**src/hw/chain_head_pkg.sv**
```systemverilog
// Package of constants and types for the series chain head checker
package chain_head_pkg;
	localparam int unsigned MAX_NODES      = 32;
	localparam int unsigned SLOT_COUNT     = 33;
	localparam int unsigned CLK_HZ         = 100_000_000;
	localparam int unsigned BLINK_HZ       = 1;
	localparam int unsigned HALF_PERIOD    = CLK_HZ / (2 * BLINK_HZ);
	localparam int unsigned IOLINK_BAUD    = 4800;
	localparam int unsigned BIT_CYCLES     = CLK_HZ / IOLINK_BAUD;
	localparam int unsigned ALT_HALF       = HALF_PERIOD / 2;

	// Position slot type codes
	typedef enum logic [3:0] {
		TYPE_EMPTY      = 4'h0,
		TYPE_TERMINATOR = 4'hF,
		TYPE_NODE_A     = 4'h1
	} slot_type_t;

	localparam logic [3:0] DEFAULT_POS1 = 4'h1;

	// LED drive
	typedef struct packed {
		logic red;
		logic green;
	} led_t;

	// Slot write from the IO-Link parameter path
	typedef struct packed {
		logic       valid;
		logic [5:0] index;
		logic [3:0] kind;
	} slot_wr_t;

	// Chain scan result
	typedef struct packed {
		logic       valid;
		logic       term_seen;
		logic [5:0] count;
	} scan_t;
endpackage

```
**src/hw/chain_head.sv**
```systemverilog
// Chain head teach-in, count check, slot store and mode LED
`timescale 1ns/1ps
`default_nettype none

// What this block does
// - No stored configuration: red blink at 1 Hz
// - Wiring teach-in only without IO-Link session
// - Both inputs second output: teach, red/green
// - After successful store: green blink 1 Hz
// - Every power-up without teach-in compares node count to taught
// - New teach-in fully replaces old configuration
// - Teach without terminator erases configuration
// - Terminator-only teach disables count, type checks
// - Type check only in controller-configured variant
// - At most 32 nodes in one chain
// - Positions start after head, end at terminator
// - One slot per position, 01 to 33
// - Slot holds node type, terminator or empty
// - Factory default: node at one, terminator two
// - IO-Link at lowest speed, 4.8 kBaud
module chain_head #(
	parameter int unsigned HALF_CYCLES = chain_head_pkg::HALF_PERIOD,
	parameter int unsigned SETTLE      = 16
) (
	input  wire logic                     clk,
	input  wire logic                     srst,
	input  wire logic                     first_chain_input,
	input  wire logic                     second_chain_input,
	input  wire logic                     first_test_output,
	input  wire logic                     second_test_output,
	input  wire logic                     iolink_session,
	input  wire chain_head_pkg::scan_t    scan,
	input  wire chain_head_pkg::slot_wr_t slot_wr,
	input  wire logic                     slot_store,
	output logic                          led_red,
	output logic                          led_green,
	output logic                          chain_ok,
	output logic                          chain_fault,
	output logic                          count_check_on,
	output logic                          type_check_on,
	output logic [5:0]                    taught_count,
	output logic                          baud_tick
);

	initial begin
		if (HALF_CYCLES < 2 || SETTLE < 2 || SETTLE > 255) $error("chain_head: bad parameter");
	end

	typedef enum logic [6:0] {
		ST_SETTLE  = 7'h01,
		ST_DECIDE  = 7'h02,
		ST_TEACH   = 7'h04,
		ST_STORED  = 7'h08,
		ST_CHECK   = 7'h10,
		ST_RUN     = 7'h20,
		ST_FAULT   = 7'h40
	} state_t;

	////////////////////////////////////////////////////////////////////////////////
	// Input synchronisers
	logic [3:0] meta_q;
	logic [3:0] sync_q;
	always_ff @(posedge clk) begin
		meta_q <= {first_chain_input, second_chain_input, first_test_output, second_test_output};
		sync_q <= meta_q;
	end

	logic a_in;
	logic b_in;
	logic x1_in;
	logic x2_in;
	assign a_in  = sync_q[3];
	assign b_in  = sync_q[2];
	assign x1_in = sync_q[1];
	assign x2_in = sync_q[0];

	////////////////////////////////////////////////////////////////////////////////
	// Stored configuration (kept across power-up in the real part)
	logic [3:0] slot_q [chain_head_pkg::SLOT_COUNT];
	logic       cfg_valid_q;
	logic [5:0] count_q;
	logic       ign_count_q;
	logic       ign_type_q;
	logic       ctrl_cfg_q;

	state_t     state_q;
	logic [7:0] settle_q;
	logic       teach_q;
	logic       teach_ok_q;
	logic       store_now;
	logic       erase_now;
	logic       term_only;
	logic       teach_end;
	logic       boot_q;
	logic       has_term;
	logic [5:0] last_node;

	// Wiring teach result from the scan
	assign store_now = (state_q == ST_TEACH) && scan.valid && scan.term_seen
		&& (scan.count <= 6'(chain_head_pkg::MAX_NODES));
	assign erase_now = (state_q == ST_TEACH) && scan.valid && !scan.term_seen;
	assign term_only = scan.count == 6'h00;
	assign teach_end = store_now || erase_now;

	// Configuration words
	always_ff @(posedge clk) begin
		if (boot_q) begin
			// Blank memory: factory state asks for configuration
			cfg_valid_q <= 1'b0;
			count_q     <= 6'h00;
			ign_count_q <= 1'b0;
			ign_type_q  <= 1'b1;
			ctrl_cfg_q  <= 1'b0;
		end else if (store_now) begin
			cfg_valid_q <= 1'b1;
			count_q     <= scan.count;
			ign_count_q <= term_only;
			ign_type_q  <= 1'b1;
			ctrl_cfg_q  <= 1'b0;
		end else if (erase_now) begin
			cfg_valid_q <= 1'b0;
			count_q     <= 6'h00;
			ign_count_q <= 1'b0;
			ign_type_q  <= 1'b1;
			ctrl_cfg_q  <= 1'b0;
		end else if (slot_store && iolink_session) begin
			cfg_valid_q <= 1'b1;
			count_q     <= last_node;
			ign_count_q <= 1'b0;
			ign_type_q  <= 1'b0;
			ctrl_cfg_q  <= 1'b1;
		end
	end

	// Slot table, factory default after first power-up
	// Lowest terminator slot gives the node count; none found means blank memory
	always_comb begin
		last_node = 6'h00;
		has_term  = 1'b0;
		for (int i = chain_head_pkg::SLOT_COUNT - 1; i >= 0; i--) begin
			if (slot_q[i] == chain_head_pkg::TYPE_TERMINATOR) begin
				last_node = 6'(i);
				has_term  = 1'b1;
			end
		end
	end

	genvar g;
	generate
		for (g = 0; g < chain_head_pkg::SLOT_COUNT; g++) begin : gen_slot
			always_ff @(posedge clk) begin
				if (boot_q) begin
					slot_q[g] <= (g == 0) ? chain_head_pkg::DEFAULT_POS1
						: (g == 1) ? chain_head_pkg::TYPE_TERMINATOR : chain_head_pkg::TYPE_EMPTY;
				end else if (slot_wr.valid && iolink_session && slot_wr.index == 6'(g + 1)) begin
					slot_q[g] <= slot_wr.kind;
				end
			end
		end
	endgenerate

	// Factory load requested while in reset and no terminator slot is held
	always_ff @(posedge clk) begin
		boot_q <= srst && !has_term;
	end

	////////////////////////////////////////////////////////////////////////////////
	// Power-up sequencer
	always_ff @(posedge clk) begin
		if (srst) begin
			state_q    <= ST_SETTLE;
			settle_q   <= 8'(SETTLE);
			teach_q    <= 1'b0;
			teach_ok_q <= 1'b0;
		end else begin
			case (state_q)
				ST_SETTLE: begin
					settle_q <= settle_q - 8'h01;
					if (settle_q == 8'h01) begin
						state_q <= ST_DECIDE;
					end
				end
				ST_DECIDE: begin
					// Sampled once; later rewiring waits for the next power-up
					if (a_in == x2_in && b_in == x2_in && a_in != x1_in && !iolink_session) begin
						teach_q <= 1'b1;
						state_q <= ST_TEACH;
					end else begin
						state_q <= ST_CHECK;
					end
				end
				ST_TEACH: begin
					if (store_now) begin
						teach_ok_q <= 1'b1;
						state_q    <= ST_STORED;
					end else if (erase_now) begin
						state_q <= ST_STORED;
					end
				end
				ST_STORED: begin
					state_q <= ST_STORED;
				end
				ST_CHECK: begin
					if (scan.valid) begin
						if (!cfg_valid_q || ign_count_q || scan.count == count_q) begin
							state_q <= ST_RUN;
						end else begin
							state_q <= ST_FAULT;
						end
					end
				end
				ST_RUN: begin
					state_q <= ST_RUN;
				end
				ST_FAULT: begin
					state_q <= ST_FAULT;
				end
				default: begin
					state_q <= ST_SETTLE;
				end
			endcase
		end
	end

	////////////////////////////////////////////////////////////////////////////////
	// Blink and baud dividers
	logic [31:0] blink_cnt_q;
	logic        phase_q;
	logic [15:0] baud_cnt_q;
	always_ff @(posedge clk) begin
		if (srst) begin
			blink_cnt_q <= 32'h0000_0000;
			phase_q     <= 1'b0;
		end else if (teach_end) begin
			// Restart so the blink after teach-in opens on a full lit phase
			blink_cnt_q <= 32'h0000_0000;
			phase_q     <= 1'b1;
		end else if (blink_cnt_q == 32'(HALF_CYCLES - 1)) begin
			blink_cnt_q <= 32'h0000_0000;
			phase_q     <= ~phase_q;
		end else begin
			blink_cnt_q <= blink_cnt_q + 32'h0000_0001;
		end
	end

	// Bit-rate enable for the IO-Link line at COM1
	always_ff @(posedge clk) begin
		if (srst) begin
			baud_cnt_q <= 16'h0000;
			baud_tick  <= 1'b0;
		end else if (baud_cnt_q == 16'(chain_head_pkg::BIT_CYCLES - 1)) begin
			baud_cnt_q <= 16'h0000;
			baud_tick  <= 1'b1;
		end else begin
			baud_cnt_q <= baud_cnt_q + 16'h0001;
			baud_tick  <= 1'b0;
		end
	end

	////////////////////////////////////////////////////////////////////////////////
	// Operating-mode LED and status outputs
	always_ff @(posedge clk) begin
		if (srst) begin
			led_red   <= 1'b0;
			led_green <= 1'b0;
		end else if (state_q == ST_TEACH) begin
			led_red   <= phase_q;
			led_green <= ~phase_q;
		end else if (state_q == ST_STORED && teach_ok_q) begin
			led_red   <= 1'b0;
			led_green <= phase_q;
		end else if (!cfg_valid_q) begin
			led_red   <= phase_q;
			led_green <= 1'b0;
		end else if (state_q == ST_FAULT) begin
			led_red   <= 1'b1;
			led_green <= 1'b0;
		end else begin
			led_red   <= 1'b0;
			led_green <= state_q == ST_RUN;
		end
	end

	always_ff @(posedge clk) begin
		if (srst) begin
			chain_ok       <= 1'b0;
			chain_fault    <= 1'b0;
			count_check_on <= 1'b0;
			type_check_on  <= 1'b0;
			taught_count   <= 6'h00;
		end else begin
			chain_ok       <= state_q == ST_RUN && cfg_valid_q;
			chain_fault    <= state_q == ST_FAULT;
			count_check_on <= cfg_valid_q && !ign_count_q;
			type_check_on  <= cfg_valid_q && ctrl_cfg_q && !ign_type_q;
			taught_count   <= count_q;
		end
	end

endmodule
`default_nettype wire

```
**config.mk**
```make
export PLATFORM = sky130hd
export DESIGN_NAME = chain_head
export DESIGN_NICKNAME = d
export VERILOG_FILES = /design/src/hw/chain_head_pkg.sv /design/src/hw/chain_head.sv
export SDC_FILE = /design/constraint.sdc
export NUM_CORES = 1
export LEC_CHECK = 0
export BUFFER_PORTS_ARGS = -buffer_cell sky130_fd_sc_hd__buf_4
export CAP_MARGIN = 15
export CORE_MARGIN = 4
export CORE_UTILIZATION = 38
export DETAILED_ROUTE_END_ITERATION = 16
export GPL_ROUTABILITY_DRIVEN = 0
export PLACE_DENSITY = 0.53
export SYNTH_ARGS = -nofsm -noshare
export SYNTH_HDL_FRONTEND = slang
export SYNTH_SLANG_ARGS = --single-unit
```
**constraint.sdc**
```tcl
create_clock -name clk -period 1.95 [get_ports clk]
set_input_delay 0 -clock clk [delete_from_list [all_inputs] [get_ports clk]]
set_output_delay 0 -clock clk [all_outputs]
set_load 0.05 [all_outputs]
```
# Word-level counts from Yosys, hierarchy flattened
# Memory sizes are Yosys's and may differ from the RTL's.
# Cells that the tools add are included.
[word_totals] register_bits=97 mem_bits_rw=132 in_bits=27 output_inout_bits=13 wordCells=436 n_memories=1
[mem_list] memory="slot_q" depth=33 word_bits=4 rd=33 rd_ports_with_merged_regs=0 wr=33 line="chain_head.sv:79" text="logic [3:0] slot_q [chain_head_pkg::SLOT_COUNT];"
[op_classes] addsub=3 n_lt_le_gt_ge=1 eq_ne=83 mux=227 bitwise_logic=34 n_reduce_logical=65
[op_table] cell="6-bit two-way mux" n=36
[op_table] cell="1-bit two-way mux" n=151
[op_table] cell="4-bit == test (second input constant)" n=33
[op_table] cell="4-bit two-way mux" n=33
[op_table] cell="6-bit by 5-bit == test with 1-bit output (second input constant)" n=16
[op_table] cell="7-bit case mux with 7 select lines" n=1
[op_table] cell="6-bit by 4-bit == test with 1-bit output (second input constant)" n=8
[op_table] cell="1-bit logical AND" n=48
[op_table] cell="7-bit two-way mux" n=5
[op_table] cell="1-bit OR" n=33
[op_table] cell="32-bit by 1-bit adder with 32-bit output (second input constant)" n=1
[op_table] cell="32-bit by 26-bit == test with 1-bit output (second input constant)" n=1
[op_table] cell="6-bit by 3-bit == test with 1-bit output (second input constant)" n=4
[op_table] cell="16-bit by 1-bit adder with 16-bit output (second input constant)" n=1
[op_table] cell="16-bit by 15-bit == test with 1-bit output (second input constant)" n=1
[op_table] cell="6-bit by 2-bit == test with 1-bit output (second input constant)" n=2
[op_table] cell="6-bit == test (second input constant)" n=2
[op_table] cell="8-bit by 1-bit == test with 1-bit output (second input constant)" n=1
[op_table] cell="8-bit by 1-bit subtractor with 8-bit output (second input constant)" n=1
[op_table] cell="7-bit by 1-bit == test with 1-bit output (second input constant)" n=1
[op_table] cell="7-bit by 2-bit == test with 1-bit output (second input constant)" n=1
[op_table] cell="7-bit by 3-bit == test with 1-bit output (second input constant)" n=1
[op_table] cell="7-bit by 4-bit == test with 1-bit output (second input constant)" n=1
[op_table] cell="7-bit by 5-bit == test with 1-bit output (second input constant)" n=1
[op_table] cell="other kinds (20)" n=30

# Longest topological paths before layout
# An unclocked memory read counts as a cell.
[logic_depth] word_depth=38 mapped_depth=9 ltp_nobuf=7

# Least setup slack after synthesis
# No wires, ideal clock.
[synth_path] kind="flip-flop to flip-flop" from="mem slot_q[3][2]" to="reg count_q[4]" setup_time_ns=0.088 arrival_time_ns=1.831 required_ns=1.862 slack_ns=0.031 stages_incl_launch_ff=7 path_buffers=0 period_less_slack_ns=1.919 path_cell_list="edfxtp_1 -> and4_4 -> or4_4 -> or3_4 -> nor2_4 -> nand3_1 -> a311oi_2"
[synth_rtl] element="start: declaration" line="chain_head.sv:79"
[synth_rtl] element="end signal: assignment" line="chain_head.sv:116" text="count_q <= scan.count;"
[synth_rtl] element="end signal: assignment" line="chain_head.sv:128" text="count_q <= last_node;"
[synth_rtl] element="end: declaration" line="chain_head.sv:81" text="logic [5:0] count_q;"

==> results.sh <==
export IMPL_synthCells=932
export IMPL_grt_pass1_wl_mm=36.4
export IMPL_wl_per_cell_um=16.2
export IMPL_final_area_mm2=0.0122
export IMPL_viasPerCell=5.02
export IMPL_die_h_um=172
export IMPL_cts_max_path_buffers=3
export IMPL_drt_iter0_markers=383
export IMPL_power_total_mw=10.7
export IMPL_path_cells="and4_4 -> or4_4 -> or3_4 -> nor2_4 -> nand3_1 -> a311oi_2"
export IMPL_clk_pin_slew_ns=0.06
export IMPL_cp_slowest_cell="or4_4"
export IMPL_final_common_cell="edfxtp_1"
export IMPL_setup_ws_ns=-0.0355
export IMPL_io_pin_count=40
export IMPL_use_met2_pct=25.5
export IMPL_start_kind="flop"
export IMPL_grt_overflow=0
export IMPL_outcome="finished with violations"
export IMPL_p_per_area_mw_per_mm2=882
export IMPL_setup_tns_ns=-0.0572
export IMPL_finalHoldViolations=0
export IMPL_hold_ws_ns=0.0415
export IMPL_arrival_ns=2.42
export IMPL_routed_wl_mm=22.5
export IMPL_die_area_mm2=0.0295
export IMPL_worst_pin_slew_ns=0.670
export IMPL_worstSetupEndpointType="flop"
export IMPL_cts_sinks=229
export IMPL_fp_dieW_um=172
export IMPL_grt_busiest_layer="met2"
export IMPL_skew_ns=0.00585
export IMPL_fmax_mhz=504
export IMPL_crit_fanout=3
export IMPL_synth_seq_cells=229
export IMPL_cellLeakagePower_nw=4.71
export IMPL_syn_nets=964
export IMPL_cap_violations=0
export IMPL_preCtsSetupSlack_ns=-0.0620
export IMPL_core_area_mm2=0.0262
export IMPL_drive_gt1_share_pct=15.3
export IMPL_globalRouteMet3Util_pct=2.46
export IMPL_route_antenna_remaining_nets=0
export IMPL_cts_made_buffers=26
export IMPL_critPathRequiredTime_ns=2.38
export IMPL_num_vias=6969
export IMPL_fp_row_count=59
export IMPL_clock_root_buffer="clkbuf_16"
export IMPL_num_fill_cells=2463
export IMPL_synthFlopType="edfxtp_1"
export IMPL_syn_to_final_growth_pct=19.4
export IMPL_synth_edf_count=132
export IMPL_dr_pass1_iters=5
export IMPL_hpwl_mm=15.1
export IMPL_finalCritPeriodShare_pct=102
export IMPL_ys_warnings_count=0
export IMPL_netlist_area_mm2=0.0102
export IMPL_min_path_type="in2reg"
export IMPL_path_buf_inv=0
export IMPL_ys_seq_area_share_pct=58.0
export IMPL_min_period_ns=1.99
export IMPL_antenna_cells=0
export IMPL_portBuffers=39
export IMPL_relSlewSlack_pct=54.9
export IMPL_final_cell_mix="edfxtp_1, nor2_1, and2_1"
export IMPL_cts_tree="done"
export IMPL_rsz0062_at_grt="true"
export IMPL_grt_max_degree=37
export IMPL_synth_cell_types=67
export IMPL_dpl_cell_area_mm2=0.0111
export IMPL_async_reset_ff_share_pct=0
export IMPL_insertion_delay_ns=0.51
export IMPL_postSynthAreaPerCell_um2=10.9
export IMPL_remaining_drc_errors=0
export IMPL_layout_nets=1064
export IMPL_critical_path_class="reg2reg"
export IMPL_path_delay_family="simple AND/OR/NAND/NOR gates"
export IMPL_ir_worst_vdd_uv=615
export IMPL_antenna_found_initial=0
export IMPL_start_util_pct=38.8
export IMPL_drv_slew=0
export IMPL_grt_pass1_vias=6963
export IMPL_max_stage_delay_ns=0.53
export IMPL_violations="setup timing"
export IMPL_setup_viol_count_final=2
export IMPL_met1_usage_pct=21.7
export IMPL_grt_util_all_layers_pct=15.4
export IMPL_htreeDepth=1
-- per-layer routing --
metal  share of wire (%)  up-vias
li1                    -     3542
met1                  48     3291
met2                  46      112
met3                 4.4       24
met4                 1.6        0
met5                   0        -
-- path summary, 6_finish.rpt --
| kind | startpoint | end | slack, ns | cells past startpoint |
|---|---|---|---|---|
| setup reg to reg | slot_q[2][3]$_SDFFCE_PN0P_ | count_q[4]$_SDFFE_PP0P_ | -0.04 | 6 |
| hold / removal | slot_wr[6] | slot_q[15][1]$_SDFFCE_PN0P_ | 0.04 | 3 |
| hold reg to reg | meta_q[3]$_DFF_P_ | sync_q[3]$_DFF_P_ | 0.33 | 0 |
| setup / recovery | slot_q[2][3]$_SDFFCE_PN0P_ | count_q[4]$_SDFFE_PP0P_ | -0.04 | 6 |
-- timing repair --
| item | 4_1_cts | 5_1_grt |
|---|---|---|
| pin swaps | 1 | 1 |
| hold endpoints to repair | 37 | 0 |
| hold buffers | 17 | 0 |
| gates resized for setup | 2 | 8 |
| setup endpoints to repair | 5 | 42 |
| cloned | 0 | 1 |
| setup buffers | 1 | 2 |
-- flip-flops by register name, indices dropped and copies added, names as in the netlist, 4 cells and up --
signal        cells
baud_cnt_q       16
blink_cnt_q      32
count_q           6
meta_q            4
settle_q          8
slot_q          132
state_q           7
sync_q            4
taught_count      6
-- cells in the mapped netlist (2+ instances only) --
library cell  number  area (µm²)
a211oi_1           4        30.0
a21oi_1           14        70.1
a311oi_1           4        35.0
a311oi_2           4        60.1
a31oi_1            3        18.8
and2_1           121         757
and3_1            23         144
and4_1            14         123
and4_4             2        22.5
buf_2              3        15.0
buf_6              3        33.8
clkbuf_1          25        93.8
dfxtp_1           97        1940
edfxtp_1         132        3960
ha_1               5        62.6
inv_1             13        48.8
nand2_1           53         199
nand2b_1           4        25.0
nand3_1           42         210
nand3b_1           2        15.0
nand4_1           50         313
nand4b_1           2        17.5
nor2_1           124         465
nor2b_1           13        81.3
nor3_1            10        50.1
nor3_2             2        20.0
nor3b_1            2        15.0
nor4_1            10        62.6
nor4b_1            3        26.3
o211ai_1           3        22.5
o21ai_0            6        30.0
o21ai_1            3        15.0
o21bai_1          34         255
o31ai_1            3        22.5
or3_1              9        56.3
or4_1              2        15.0
or4_4              2        22.5
xnor2_1           22         193
xor2_1            36         315
-- layout make-up --
class	count	area, µm²	share of cell area, %
inverters	13	48.8	0.401
well taps	335	419	3.45
clock inverters	14	115	0.947
flip-flops and latches	229	5910	48.6
clock buffers	34	702	5.78
multi-input cells	656	4090	33.7
repair buffers	106	868	7.14
-- where the power goes --
part           switching [mW]  internal [mW]
sequential             0.0839           5.18
combinational           0.455          0.353
clock                    1.85           2.79
-- worst register-to-register path, delay by kind of cell, from the launching register on --
kind               cells  cell delay (ns)
AOI/OAI and AO/OA      1             0.24
DFF                    1             0.38
and+or+nand+nor        5             1.29
-- metrics by stage --
step / std cells / util (%)
CTS: 1384 / 46.1
detailed placement: 1318 / 42.3
floorplan: 932 / -
global placement: 1318 / 42.3
finish: 1387 / 46.4
global route: 1387 / 46.4
-- cells by family after synthesis --
logic type               Yosys count  share of synthesized area [%]
AO/OA/AOI/OAI                     91                           7.03
XOR/XNOR                          58                           4.99
adder cells (fa/ha/maj)            5                          0.615
buffers and inverters             47                           2.19
flip-flops                       229                           58.0
AND/OR/NAND/NOR                  502                           27.1
No activity file was read; power rests on OpenSTA's default activity.
